===== config.mk =====
export PLATFORM = sky130hd
export DESIGN_NAME = serial_channel
export DESIGN_NICKNAME = d
export VERILOG_FILES = /design/src/design/serial_channel_pkg.sv /design/src/design/tx_skid_buffer.sv /design/src/design/serial_channel.sv
export SDC_FILE = /design/constraint.sdc
export NUM_CORES = 1
export LEC_CHECK = 0
export ABC_AREA = 1
export BUFFER_PORTS_ARGS = -buffer_cell sky130_fd_sc_hd__buf_2
export CAP_MARGIN = 10
export CORE_UTILIZATION = 40
export DETAILED_ROUTE_END_ITERATION = 10
export PLACE_DENSITY = 0.52
export SKIP_CTS_REPAIR_TIMING = 1
export SYNTH_ARGS = -nofsm -noshare
export SYNTH_HDL_FRONTEND = slang
export SYNTH_SLANG_ARGS = --single-unit

===== constraint.sdc =====
create_clock -name clock -period 3.6 [get_ports clock]
set_clock_uncertainty 0.05 [all_clocks]
set_input_delay 0.54 -clock clock [delete_from_list [all_inputs] [get_ports clock]]
set_output_delay 0.54 -clock clock [all_outputs]
set_load 0.01 [all_outputs]

===== src/design/serial_channel_pkg.sv =====
// Shared constants, types and helpers for one serial channel
// Assumes a host driving synchronous read/write strobes on a 3-bit register address
// Operation
// - FIFO control is write-only at offset 2; reads there return identification.
// - Control bit 0 enables both FIFOs; zero returns to single-buffer mode.
// - Any change of the enable bit flushes both FIFOs.
// - Other control bits only take effect when written with enable set.
// - Control bit 1 empties receive FIFO, shift register untouched.
// - Control bit 2 empties transmit FIFO, shift register untouched.
// - Control bit 3 selects ready pin mode 1 while FIFOs enabled.
// - Control bits 4 and 5 are reserved, ignored, written as zero.
// - Control bits 7:6 select the receive interrupt fill level.
// - With FIFOs off, identification bits 7,6,3 and status bit 7 read zero.
// - Interrupt enable holds four source enables; bits 7:4 read zero.
// - Line status reports ready, overrun, parity, framing, break, empties, FIFO error.
// - Divisor select bit maps offsets 0 and 1 onto divisor bytes.
// - Identification bit 0 reads zero while an enabled interrupt is pending.
// - Data bit 0 is first on the line; short words right-justified.
package serial_channel_pkg;

	// ************************************************
	// Register map and fields
	// ************************************************
	localparam logic [2:0] OFF_DATA = 3'h0;
	localparam logic [2:0] OFF_IER  = 3'h1;
	localparam logic [2:0] OFF_IIR  = 3'h2;
	localparam logic [2:0] OFF_LCR  = 3'h3;
	localparam logic [2:0] OFF_MCR  = 3'h4;
	localparam logic [2:0] OFF_LSR  = 3'h5;
	localparam logic [2:0] OFF_MSR  = 3'h6;
	localparam logic [2:0] OFF_SCR  = 3'h7;
	localparam int FCR_EN = 0;
	localparam int FCR_RXCLR = 1;
	localparam int FCR_TXCLR = 2;
	localparam int FCR_MODE = 3;
	localparam int FCR_TRIG = 6;
	localparam int LCR_STB = 2;
	localparam int LCR_PEN = 3;
	localparam int LCR_EPS = 4;
	localparam int LCR_STICK = 5;
	localparam int LCR_BRK = 6;
	localparam int LCR_DIVISOR_LATCH_SELECT = 7;
	localparam int IER_RX = 0;
	localparam int IER_TX = 1;
	localparam int IER_LS = 2;
	localparam int IER_MS = 3;
	localparam int MCR_DTR = 0;
	localparam int MCR_RTS = 1;
	localparam int MCR_SPARE_OUTPUT = 2;
	localparam int MCR_IRQ_PIN_GATE = 3;
	localparam int MCR_LOOP = 4;
	localparam logic [3:0] IID_NONE = 4'h1;
	localparam logic [3:0] IID_LINE = 4'h6;
	localparam logic [3:0] IID_RXD  = 4'h4;
	localparam logic [3:0] IID_TX_HOLDING_EMPTY_FLAG = 4'h2;
	localparam logic [3:0] IID_MDM  = 4'h0;
	localparam logic [7:0] RESET_BYTE = 8'h00;
	localparam logic [4:0] FIFO_FULL = 5'h10;
	localparam logic [4:0] ONE_DEEP = 5'h01;
	localparam logic [4:0] TRIG_L0 = 5'h01;
	localparam logic [4:0] TRIG_L1 = 5'h04;
	localparam logic [4:0] TRIG_L2 = 5'h08;
	localparam logic [4:0] TRIG_L3 = 5'h0E;
	localparam logic [3:0] BASE_WORD = 4'h5;
	localparam logic [3:0] LAST_TICK = 4'hF;
	localparam logic [3:0] HALF_TICK = 4'h7;
	localparam logic [1:0] BUF_DEPTH = 2'h2;

	// ************************************************
	// Types
	// ************************************************
	typedef struct packed {logic rd; logic wr; logic [2:0] addr; logic [7:0] data;} reg_req_t;
	typedef struct packed {logic dcd; logic ri; logic dsr; logic cts;} modem_t;
	typedef enum logic [3:0] {RX_IDLE = 4'b0001, RX_START = 4'b0010, RX_BITS = 4'b0100,
		RX_STOP = 4'b1000} rx_state_t;
	typedef enum logic [3:0] {TX_IDLE = 4'b0001, TX_START = 4'b0010, TX_BITS = 4'b0100,
		TX_STOP = 4'b1000} tx_state_t;
	typedef struct packed {logic [1:0][7:0] mem; logic wp; logic rp; logic [1:0] cnt;} skid_state_t;

	// ************************************************
	// Helpers
	// ************************************************
	function automatic logic [3:0] wordLen(input logic [7:0] line_format_control);
		wordLen = BASE_WORD + {2'b00, line_format_control[1:0]};
	endfunction: wordLen

	function automatic logic parityBit(input logic [7:0] data, input logic [7:0] line_format_control);
		logic [7:0] m;
		m = data & (8'hFF >> (4'h8 - wordLen(line_format_control)));
		if (line_format_control[LCR_STICK])
			parityBit = !line_format_control[LCR_EPS];
		else
			parityBit = line_format_control[LCR_EPS] ? ^m : !(^m);
	endfunction: parityBit

endpackage: serial_channel_pkg


===== src/design/tx_skid_buffer.sv =====
// Two-entry byte buffer between transmit FIFO and shifter
// Assumes flush has priority over both sides
`timescale 1ns/1ns
module tx_skid_buffer
	import serial_channel_pkg::*;
(
	input  wire logic       clock,
	input  wire logic       nrst,
	input  wire logic       flush,
	input  wire logic       inValid,
	input  wire logic [7:0] inData,
	output logic            inReady,
	output logic            outValid,
	output logic [7:0]      outData,
	input  wire logic       outReady
);
	skid_state_t st;
	skid_state_t nx;
	logic        push;
	logic        pop;

	assign inReady  = st.cnt != BUF_DEPTH;
	assign outValid = st.cnt != 2'h0;
	assign outData  = st.mem[st.rp];

	always_comb
	begin
		nx   = st;
		push = inValid && inReady;
		pop  = outValid && outReady;
		if (flush)
		begin
			nx.wp  = 1'b0;
			nx.rp  = 1'b0;
			nx.cnt = 2'h0;
		end
		else
		begin
			if (push)
			begin
				nx.mem[st.wp] = inData;
				nx.wp = !st.wp;
			end
			if (pop)
				nx.rp = !st.rp;
			nx.cnt = st.cnt + {1'b0, push} - {1'b0, pop};
		end
	end

	always_ff @(posedge clock)
	begin
		if (!nrst)
			st <= '0;
		else
			st <= nx;
	end
endmodule: tx_skid_buffer


===== src/design/serial_channel.sv =====
// One serial channel: register map, FIFOs, FIFO control, shifters
// Assumes one-cycle host strobes synchronous to clock; read data valid next cycle
`timescale 1ns/1ns
module serial_channel
	import serial_channel_pkg::*;
(
	input  wire logic     clock,
	input  wire logic     nrst,
	input  wire reg_req_t regReq,
	output logic [7:0]    regRdData,
	input  wire logic     serialIn,
	input  wire modem_t   modemIn,
	output logic          serialOut,
	output logic          termReady,
	output logic          reqToSend,
	output logic          spareOutput,
	output logic          irqPinGate,
	output logic          channelIrq,
	output logic          receiveReadyPinN,
	output logic          transmitReadyPinN
);
	typedef struct packed {
		logic [7:0]             line_format_control;
		logic [3:0]             interrupt_enable;
		logic [4:0]             modem_output_control;
		logic [7:0]             scratch_byte;
		logic [7:0]             dll;
		logic [7:0]             divisor_high_byte;
		logic                   fifoOn;
		logic                   readyMode;
		logic [1:0]             rxTrig;
		logic [15:0][7:0]       rxMem;
		logic [3:0]             rxWp;
		logic [3:0]             rxRp;
		logic [4:0]             rxCnt;
		logic [15:0][7:0]       txMem;
		logic [3:0]             txWp;
		logic [3:0]             txRp;
		logic [4:0]             txCnt;
		logic                   oe;
		logic                   pe;
		logic                   fe;
		logic                   bi;
		logic                   fifoErr;
		logic                   threIrq;
		logic                   prevThre;
		logic [3:0]             msrDelta;
		modem_t                 modemPrev;
		logic [15:0]            baudCnt;
		rx_state_t              rxState;
		logic [3:0]             rxTick;
		logic [3:0]             rxBit;
		logic [7:0]             rxShift;
		logic                   rxPar;
		tx_state_t              txState;
		logic [3:0]             txTick;
		logic [3:0]             txBit;
		logic [7:0]             txShift;
		logic                   txLine;
		logic [7:0]             rdData;
		logic                   sout;
		logic                   irq;
		logic                   rxRdyN;
		logic                   txRdyN;
	} chan_state_t;

	chan_state_t st;
	chan_state_t nx;
	logic        divisor_latch_select;
	logic        fcrWrite;
	logic        fcrToggle;
	logic        rxFlush;
	logic        txFlush;
	logic        baudTick;
	logic        rxLine;
	modem_t      modemNow;
	logic [4:0]  depth;
	logic [4:0]  trigLevel;
	logic        tx_holding_empty_flag;
	logic        transmitter_idle_flag;
	logic        bufReady;
	logic        bufValid;
	logic [7:0]  bufData;
	logic        irqPending;
	logic [3:0]  iid;
	logic        rxPush;
	logic        rxPop;
	logic        txPush;
	logic        txPop;
	logic        rxEnd;
	logic        txEnd;
	logic [3:0]  frameBits;
	logic [3:0]  nextBit;

	// ************************************************
	// Register decode
	// ************************************************
	assign divisor_latch_select = st.line_format_control[LCR_DIVISOR_LATCH_SELECT];
	assign fcrWrite = regReq.wr && regReq.addr == OFF_IIR;
	assign fcrToggle = fcrWrite && regReq.data[FCR_EN] != st.fifoOn;
	assign rxFlush = fcrToggle || (fcrWrite && regReq.data[FCR_EN] && regReq.data[FCR_RXCLR]);
	assign txFlush = fcrToggle || (fcrWrite && regReq.data[FCR_EN] && regReq.data[FCR_TXCLR]);

	// ************************************************
	// Loopback and line status terms
	// ************************************************
	assign modemNow = st.modem_output_control[MCR_LOOP] ? modem_t'{dcd: st.modem_output_control[MCR_IRQ_PIN_GATE], ri: st.modem_output_control[MCR_SPARE_OUTPUT],
		dsr: st.modem_output_control[MCR_DTR], cts: st.modem_output_control[MCR_RTS]} : modemIn;
	assign rxLine    = st.modem_output_control[MCR_LOOP] ? st.txLine : serialIn;
	assign baudTick  = {st.divisor_high_byte, st.dll} != 16'h0000 && st.baudCnt <= 16'h0001;
	assign depth     = st.fifoOn ? FIFO_FULL : ONE_DEEP;
	assign tx_holding_empty_flag      = st.txCnt == 5'h00 && !bufValid;
	assign transmitter_idle_flag      = tx_holding_empty_flag && st.txState == TX_IDLE;
	assign frameBits = wordLen(st.line_format_control) + {3'b000, st.line_format_control[LCR_PEN]};
	assign nextBit   = st.txBit + 4'h1;
	assign rxEnd     = baudTick && st.rxTick == LAST_TICK;
	assign txEnd     = baudTick && st.txTick == LAST_TICK;
	assign rxPush    = rxEnd && st.rxState == RX_STOP;
	assign rxPop     = regReq.rd && regReq.addr == OFF_DATA && !divisor_latch_select && st.rxCnt != 5'h00;
	assign txPush    = regReq.wr && regReq.addr == OFF_DATA && !divisor_latch_select && st.txCnt != depth;
	assign txPop     = st.txCnt != 5'h00 && bufReady && !txFlush;

	always_comb
	begin
		unique case (st.rxTrig)
			2'b00: trigLevel = TRIG_L0;
			2'b01: trigLevel = TRIG_L1;
			2'b10: trigLevel = TRIG_L2;
			2'b11: trigLevel = TRIG_L3;
		endcase
	end

	// ************************************************
	// Interrupt identification
	// ************************************************
	always_comb
	begin
		if (st.interrupt_enable[IER_LS] && (st.oe || st.pe || st.fe || st.bi))
			iid = IID_LINE;
		else if (st.interrupt_enable[IER_RX] && (st.fifoOn ? st.rxCnt >= trigLevel : st.rxCnt != 5'h00))
			iid = IID_RXD;
		else if (st.interrupt_enable[IER_TX] && st.threIrq)
			iid = IID_TX_HOLDING_EMPTY_FLAG;
		else if (st.interrupt_enable[IER_MS] && st.msrDelta != 4'h0)
			iid = IID_MDM;
		else
			iid = IID_NONE;
	end
	assign irqPending = iid != IID_NONE;

	tx_skid_buffer u_buf (
		.clock   (clock),
		.nrst    (nrst),
		.flush   (txFlush),
		.inValid (st.txCnt != 5'h00 && !txFlush),
		.inData  (st.txMem[st.txRp]),
		.inReady (bufReady),
		.outValid(bufValid),
		.outData (bufData),
		.outReady(st.txState == TX_IDLE)
	);

	// ************************************************
	// Next state
	// ************************************************
	always_comb
	begin
		nx = st;
		if ({st.divisor_high_byte, st.dll} == 16'h0000)
			nx.baudCnt = 16'h0000;
		else if (baudTick)
			nx.baudCnt = {st.divisor_high_byte, st.dll};
		else
			nx.baudCnt = st.baudCnt - 16'h0001;

		if (regReq.wr)
		begin
			unique case (regReq.addr)
				OFF_DATA: if (divisor_latch_select) nx.dll = regReq.data;
				OFF_IER:
				begin
					if (divisor_latch_select)
						nx.divisor_high_byte = regReq.data;
					else
						nx.interrupt_enable = regReq.data[3:0];
				end
				OFF_IIR:
				begin
					nx.fifoOn = regReq.data[FCR_EN];
					if (regReq.data[FCR_EN])
					begin
						nx.readyMode = regReq.data[FCR_MODE];
						nx.rxTrig    = regReq.data[FCR_TRIG+:2];
					end
				end
				OFF_LCR: nx.line_format_control = regReq.data;
				OFF_MCR: nx.modem_output_control = regReq.data[4:0];
				OFF_SCR: nx.scratch_byte = regReq.data;
				default: ;
			endcase
		end

		// Receive FIFO
		if (rxFlush)
		begin
			nx.rxWp  = 4'h0;
			nx.rxRp  = 4'h0;
			nx.rxCnt = 5'h00;
		end
		else
		begin
			if (rxPush && st.rxCnt != depth)
			begin
				nx.rxMem[st.rxWp] = st.rxShift;
				nx.rxWp = st.rxWp + 4'h1;
			end
			if (rxPop)
				nx.rxRp = st.rxRp + 4'h1;
			nx.rxCnt = st.rxCnt + {4'h0, rxPush && st.rxCnt != depth} - {4'h0, rxPop};
		end

		// Transmit FIFO
		if (txFlush)
		begin
			nx.txWp  = 4'h0;
			nx.txRp  = 4'h0;
			nx.txCnt = 5'h00;
		end
		else
		begin
			if (txPush)
			begin
				nx.txMem[st.txWp] = regReq.data;
				nx.txWp = st.txWp + 4'h1;
			end
			if (txPop)
				nx.txRp = st.txRp + 4'h1;
			nx.txCnt = st.txCnt + {4'h0, txPush} - {4'h0, txPop};
		end

		// status flags, set wins over read clear
		if (regReq.rd && regReq.addr == OFF_LSR)
		begin
			nx.oe = 1'b0;
			nx.pe = 1'b0;
			nx.fe = 1'b0;
			nx.bi = 1'b0;
			nx.fifoErr = 1'b0;
		end
		if (rxPush)
		begin
			if (st.rxCnt == depth)
				nx.oe = 1'b1;
			if (st.line_format_control[LCR_PEN] && st.rxPar != parityBit(st.rxShift, st.line_format_control))
				nx.pe = 1'b1;
			if (!rxLine)
				nx.fe = 1'b1;
			if (!rxLine && st.rxShift == 8'h00 && !(st.line_format_control[LCR_PEN] && st.rxPar))
				nx.bi = 1'b1;
			if (st.fifoOn && (!rxLine || (st.line_format_control[LCR_PEN] && st.rxPar != parityBit(st.rxShift, st.line_format_control))))
				nx.fifoErr = 1'b1;
		end

		// Holding-empty interrupt source
		nx.prevThre = tx_holding_empty_flag;
		if (txPush || (regReq.rd && regReq.addr == OFF_IIR && iid == IID_TX_HOLDING_EMPTY_FLAG))
			nx.threIrq = 1'b0;
		if ((tx_holding_empty_flag && !st.prevThre) || fcrToggle)
			nx.threIrq = 1'b1;

		// modem deltas, set wins over read clear
		nx.modemPrev = modemNow;
		if (regReq.rd && regReq.addr == OFF_MSR)
			nx.msrDelta = 4'h0;
		nx.msrDelta = nx.msrDelta | {modemNow.dcd != st.modemPrev.dcd,
			st.modemPrev.ri && !modemNow.ri, modemNow.dsr != st.modemPrev.dsr,
			modemNow.cts != st.modemPrev.cts};

		if (baudTick && st.rxState != RX_IDLE)
			nx.rxTick = st.rxTick + 4'h1;
		unique case (st.rxState)
			RX_IDLE:
			begin
				if (!rxLine)
				begin
					nx.rxState = RX_START;
					nx.rxTick  = 4'h0;
					nx.rxShift = 8'h00;
				end
			end
			RX_START:
			begin
				if (baudTick && st.rxTick == HALF_TICK)
				begin
					nx.rxState = rxLine ? RX_IDLE : RX_BITS;
					nx.rxTick  = 4'h0;
					nx.rxBit   = 4'h0;
				end
			end
			RX_BITS:
			begin
				if (rxEnd)
				begin
					if (st.rxBit < wordLen(st.line_format_control))
						nx.rxShift[st.rxBit[2:0]] = rxLine;
					else
						nx.rxPar = rxLine;
					nx.rxBit = st.rxBit + 4'h1;
					if (st.rxBit + 4'h1 == frameBits)
						nx.rxState = RX_STOP;
				end
			end
			RX_STOP:
			begin
				if (rxEnd)
					nx.rxState = RX_IDLE;
			end
			default: nx.rxState = RX_IDLE;
		endcase

		if (baudTick && st.txState != TX_IDLE)
			nx.txTick = st.txTick + 4'h1;
		unique case (st.txState)
			TX_IDLE:
			begin
				if (bufValid)
				begin
					nx.txShift = bufData;
					nx.txState = TX_START;
					nx.txTick  = 4'h0;
					nx.txLine  = 1'b0;
				end
			end
			TX_START:
			begin
				if (txEnd)
				begin
					nx.txState = TX_BITS;
					nx.txBit   = 4'h0;
					nx.txLine  = st.txShift[0];
				end
			end
			TX_BITS:
			begin
				if (txEnd && nextBit < frameBits)
				begin
					nx.txBit  = nextBit;
					nx.txLine = nextBit < wordLen(st.line_format_control) ? st.txShift[nextBit[2:0]] :
						parityBit(st.txShift, st.line_format_control);
				end
				else if (txEnd)
				begin
					nx.txState = TX_STOP;
					nx.txBit   = 4'h0;
					nx.txLine  = 1'b1;
				end
			end
			TX_STOP:
			begin
				if (txEnd && st.txBit == {3'b000, st.line_format_control[LCR_STB]})
					nx.txState = TX_IDLE;
				else if (txEnd)
					nx.txBit = nextBit;
			end
			default: nx.txState = TX_IDLE;
		endcase
		nx.sout = st.modem_output_control[MCR_LOOP] ? 1'b1 : (st.line_format_control[LCR_BRK] ? 1'b0 : nx.txLine);

		nx.irq = st.modem_output_control[MCR_IRQ_PIN_GATE] && irqPending;

		if (st.fifoOn && st.readyMode)
		begin
			nx.rxRdyN = !(st.rxCnt >= trigLevel);
			nx.txRdyN = st.txCnt == depth;
		end
		else
		begin
			nx.rxRdyN = st.rxCnt == 5'h00;
			nx.txRdyN = !tx_holding_empty_flag;
		end

		// Register read data
		if (regReq.rd)
		begin
			unique case (regReq.addr)
				OFF_DATA: nx.rdData = divisor_latch_select ? st.dll : st.rxMem[st.rxRp];
				OFF_IER: nx.rdData = divisor_latch_select ? st.divisor_high_byte : {4'h0, st.interrupt_enable};
				OFF_IIR: nx.rdData = {st.fifoOn, st.fifoOn, 2'b00, iid[3] & st.fifoOn, iid[2:1], !irqPending};
				OFF_LCR: nx.rdData = st.line_format_control;
				OFF_MCR: nx.rdData = {3'b000, st.modem_output_control};
				OFF_LSR: nx.rdData = {st.fifoOn & st.fifoErr, transmitter_idle_flag, tx_holding_empty_flag, st.bi, st.fe, st.pe, st.oe,
					st.rxCnt != 5'h00};
				OFF_MSR: nx.rdData = {modemNow, st.msrDelta};
				OFF_SCR: nx.rdData = st.scratch_byte;
				default: nx.rdData = RESET_BYTE;
			endcase
		end
	end

	always_ff @(posedge clock)
	begin
		if (!nrst)
		begin
			st         <= '0;
			st.rxState <= RX_IDLE;
			st.txState <= TX_IDLE;
			st.txLine  <= 1'b1;
			st.sout    <= 1'b1;
			st.rxRdyN  <= 1'b1;
			st.txRdyN  <= 1'b1;
		end
		else
			st <= nx;
	end

	assign regRdData         = st.rdData;
	assign serialOut         = st.sout;
	assign termReady         = st.modem_output_control[MCR_DTR];
	assign reqToSend         = st.modem_output_control[MCR_RTS];
	assign spareOutput       = st.modem_output_control[MCR_SPARE_OUTPUT];
	assign irqPinGate        = st.modem_output_control[MCR_IRQ_PIN_GATE];
	assign channelIrq        = st.irq;
	assign receiveReadyPinN  = st.rxRdyN;
	assign transmitReadyPinN = st.txRdyN;
endmodule: serial_channel


==> impl_metrics.py <==
metrics = {
    "clock_network": {
        "clock_path_buffers": 3,
        "tritoncts": "built",
        "clock-sinks": 432,
        "numCtsBuffers": 50,
        "clockRootBuffer": "clkbuf_16",
        "htree_levels": 2,
        "worstSkewPairLatency_ns": 0.59,
        "path_clk_slew_ns": 0.06,
    },
    "logic_synthesis": {
        "synth_area_um2": 20620,
        "synth_area_per_cell_um2": 7.032,
        "ys_ff_latch": 432,
        "syn-num-nets": 3004,
        "synth_edf_count": 0,
        "async_reset_ff_share_pct": 0,
        "synthFlopType": "dfxtp_1",
        "yosysWarnings": 0,
        "synth-seq-area-share_pct": 41.93,
        "ys_types": 47,
        "synthCells": 2933,
    },
    "critical_path": {
        "crit_fanout": 4,
        "end_kind": "flip-flop",
        "critPathArrivalTime_ns": 3.80,
        "cp-start-kind": "flip-flop",
        "worstPathRequired_ns": 4.07,
        "critPathKind": "flip-flop to flip-flop",
    },
    "sta": {
        "slew_viol_final": 0,
        "hold_viol_final": 0,
        "fin_crit_sh_pct": 92.46,
        "worst_slew_pin_slew_ns": 0.9545,
        "finalSetupViolations": 0,
        "slew_headroom_pct": 34.72,
        "max_freq_mhz": 300.4,
        "finalWorstSetupSlack_ns": 0.2714,
        "finalCriticalPeriod_ns": 3.329,
    },
    "drt": {
        "drc": 0,
        "vias": 19691,
        "avgRoutedWirePerCell_um": 18.15,
        "detailedRoute.firstIterationViolations": 1784,
        "vias_per_cell": 5.455,
        "first_pass_iters": 5,
        "routed_wl_mm": 65.53,
        "ant_nets": 0,
    },
    "finish": {
        "nets": 2971,
        "antennaDiodeCount": 0,
        "drive_gt1_share_pct": 6.841,
        "layout_common_cells": "497 x nand2_1, 445 x a21oi_1, 429 x dfxtp_1",
        "mostFrequentLayoutCell": "nand2_1",
        "area_growth_pct": 12.58,
    },
    "run": {
        "maxCapViolCount": 0,
    },
    "global_routing": {
        "grt_pass1_vias": 18283,
        "antenna_found_initial": 1,
        "grt_max_degree": 129,
        "grt_pass1_wl_mm": 103.9,
        "grt.overflow.total": 0,
        "grt_use_total_pct": 24.66,
    },
    "power": {
        "power_uw": 13200,
        "p_per_area_nw_per_um2": 568.3,
        "p_leak_uw": 0.008612,
        "irDropWorstVdd_mv": 0.3789,
    },
    "place": {
        "pre_cts_ws_ns": 0.08806,
        "place_congestion": 0.8941,
        "portBuffers": 35,
        "dp_hpwl_mm": 43.52,
    },
    "floorplanning": {
        "start_util_pct": 40.86,
        "core_um2": 50480,
        "die_x_um": 229.1,
        "rows": 82,
        "die-height_um": 229.1,
        "num_io_pins": 36,
        "die_area_um2": 52470,
    },
    "status": {
        "outcome": "finished clean",
    },
    "min_path": {
        "min-delay-path-class": "input pin to flip-flop",
    },
}
power breakdown:
| part | switching, uW | internal (uW) |
|---|---|---|
| Combinational | 1700 | 879 |
| Clock | 2050 | 3190 |
| Sequential | 325 | 5050 |
cells in the mapped netlist (3+ instances only):
library cell  count  area (um2)
a221oi_1          6       52.55
clkbuf_1        161       604.3
buf_1             3       11.26
nor3_1           37       185.2
or2_2             4       25.02
dfxtp_1         432        8648
buf_2            12       60.06
buf_4             9       67.56
o221ai_1         19       166.4
xnor2_1          13       113.9
nand2_1         497        1866
o21ai_0         331        1657
a31oi_1          27       168.9
a21oi_1         445        2227
nor2_1          227       852.1
nand4_1           8       50.05
fa_1              3       60.06
ha_1             48       600.6
a22oi_1           3       22.52
nand3_1         238        1191
o211ai_1         14       105.1
inv_1           279        1047
xor2_1           19       166.4
a211oi_1         16       120.1
clkinv_1          5       18.77
inv_2             4       15.01
o22ai_1          28       175.2
nand3b_1          3       22.52
mux2i_1           3       30.03
nor4_1           12       75.07
o21ai_1           3       15.01
o21bai_1          3       22.52
metrics by stage:
| step | area (um2) | util, % | hold slack (ns) | instances | TNS (ns) |
|---|---|---|---|---|---|
| after floorplan | 20620 | - | 0.3700 | 2933 | 0 |
| final | 23220 | 46.00 | 0.2833 | 3610 | 0 |
| after global routing | 23220 | 46.00 | 0.2991 | 3610 | -0.01361 |
| after CTS | 23180 | 45.93 | 0.2478 | 3609 | 0 |
| after global placement | 21480 | 42.55 | 0.3791 | 3519 | 0 |
| after detailed placement | 21480 | 42.55 | 0.3855 | 3519 | 0 |
flip-flops by register name (all words and copies together) (netlist names):
signal / cells
spareOutput: 1
termReady: 1
channelIrq: 1
reqToSend: 1
transmitReadyPinN: 1
st: 395
divisor_latch_select: 1
u_buf.st: 20
irqPinGate: 1
receiveReadyPinN: 1
serialOut: 1
regRdData: 8
worst paths after layout:
check	startpoint	end	slack, ns	depth (start not counted)
max	st[54]	st[230]	0.27	22
max reg2reg	st[54]	st[230]	0.27	22
min	modemIn[2]	st[72]	0.28	3
min reg2reg	st[137]	st[137]	0.39	2
metal layers:
layer  part of all wire [%]  GRT usage, %  up-vias
met5                      0             0        -
met4                    2.8         8.250        0
met3                    5.1         3.075       95
met2                     45         38.95      504
met1                     47         34.61     9286
li1                       -             -     9806
final cells by class:
cell class	count	area (um2)
Clock buffer	80	1578
Clock inverter	10	125.1
Fill cell	5250	27260
Inverter	288	1086
Multi-Input combinational cell	2028	10180
Sequential cell	432	8655
Tap cell	672	840.8
Timing Repair Buffer	100	753.2
cells by family (layout without fill, tap and decap cells):
family | after synthesis | in the layout | synth area share [%]
AND/OR/NAND/NOR | 1033 | 1033 | 21.00
AO/OA/AOI/OAI | 909 | 909 | 23.52
buffers and inverters | 473 | 478 | 8.845
flip-flops | 432 | 432 | 41.93
adder cells (fa/ha/maj) | 51 | 51 | 3.203
XOR/XNOR | 32 | 32 | 1.359
multiplexers | 3 | 3 | 0.1456
critical path: stages, from the launching register on:
cell and delay (ns):
dfxtp_1 0.33, inv_1 0.08, ha_2 0.21, nor2_1 0.07, nand3b_1 0.16, nor3_2 0.18, nand2_1 0.13, nor2_2 0.19
nand3_4 0.14, nor2_4 0.13, inv_1 0.09, ha_1 0.28, inv_1 0.05, ha_1 0.16, inv_1 0.05, fa_1 0.38
inv_1 0.08, a21oi_1 0.07, nor2_1 0.09, nor2_1 0.05, xor2_1 0.14, inv_1 0.05, nor2_1 0.09
(Power assumes the default switching activity.)
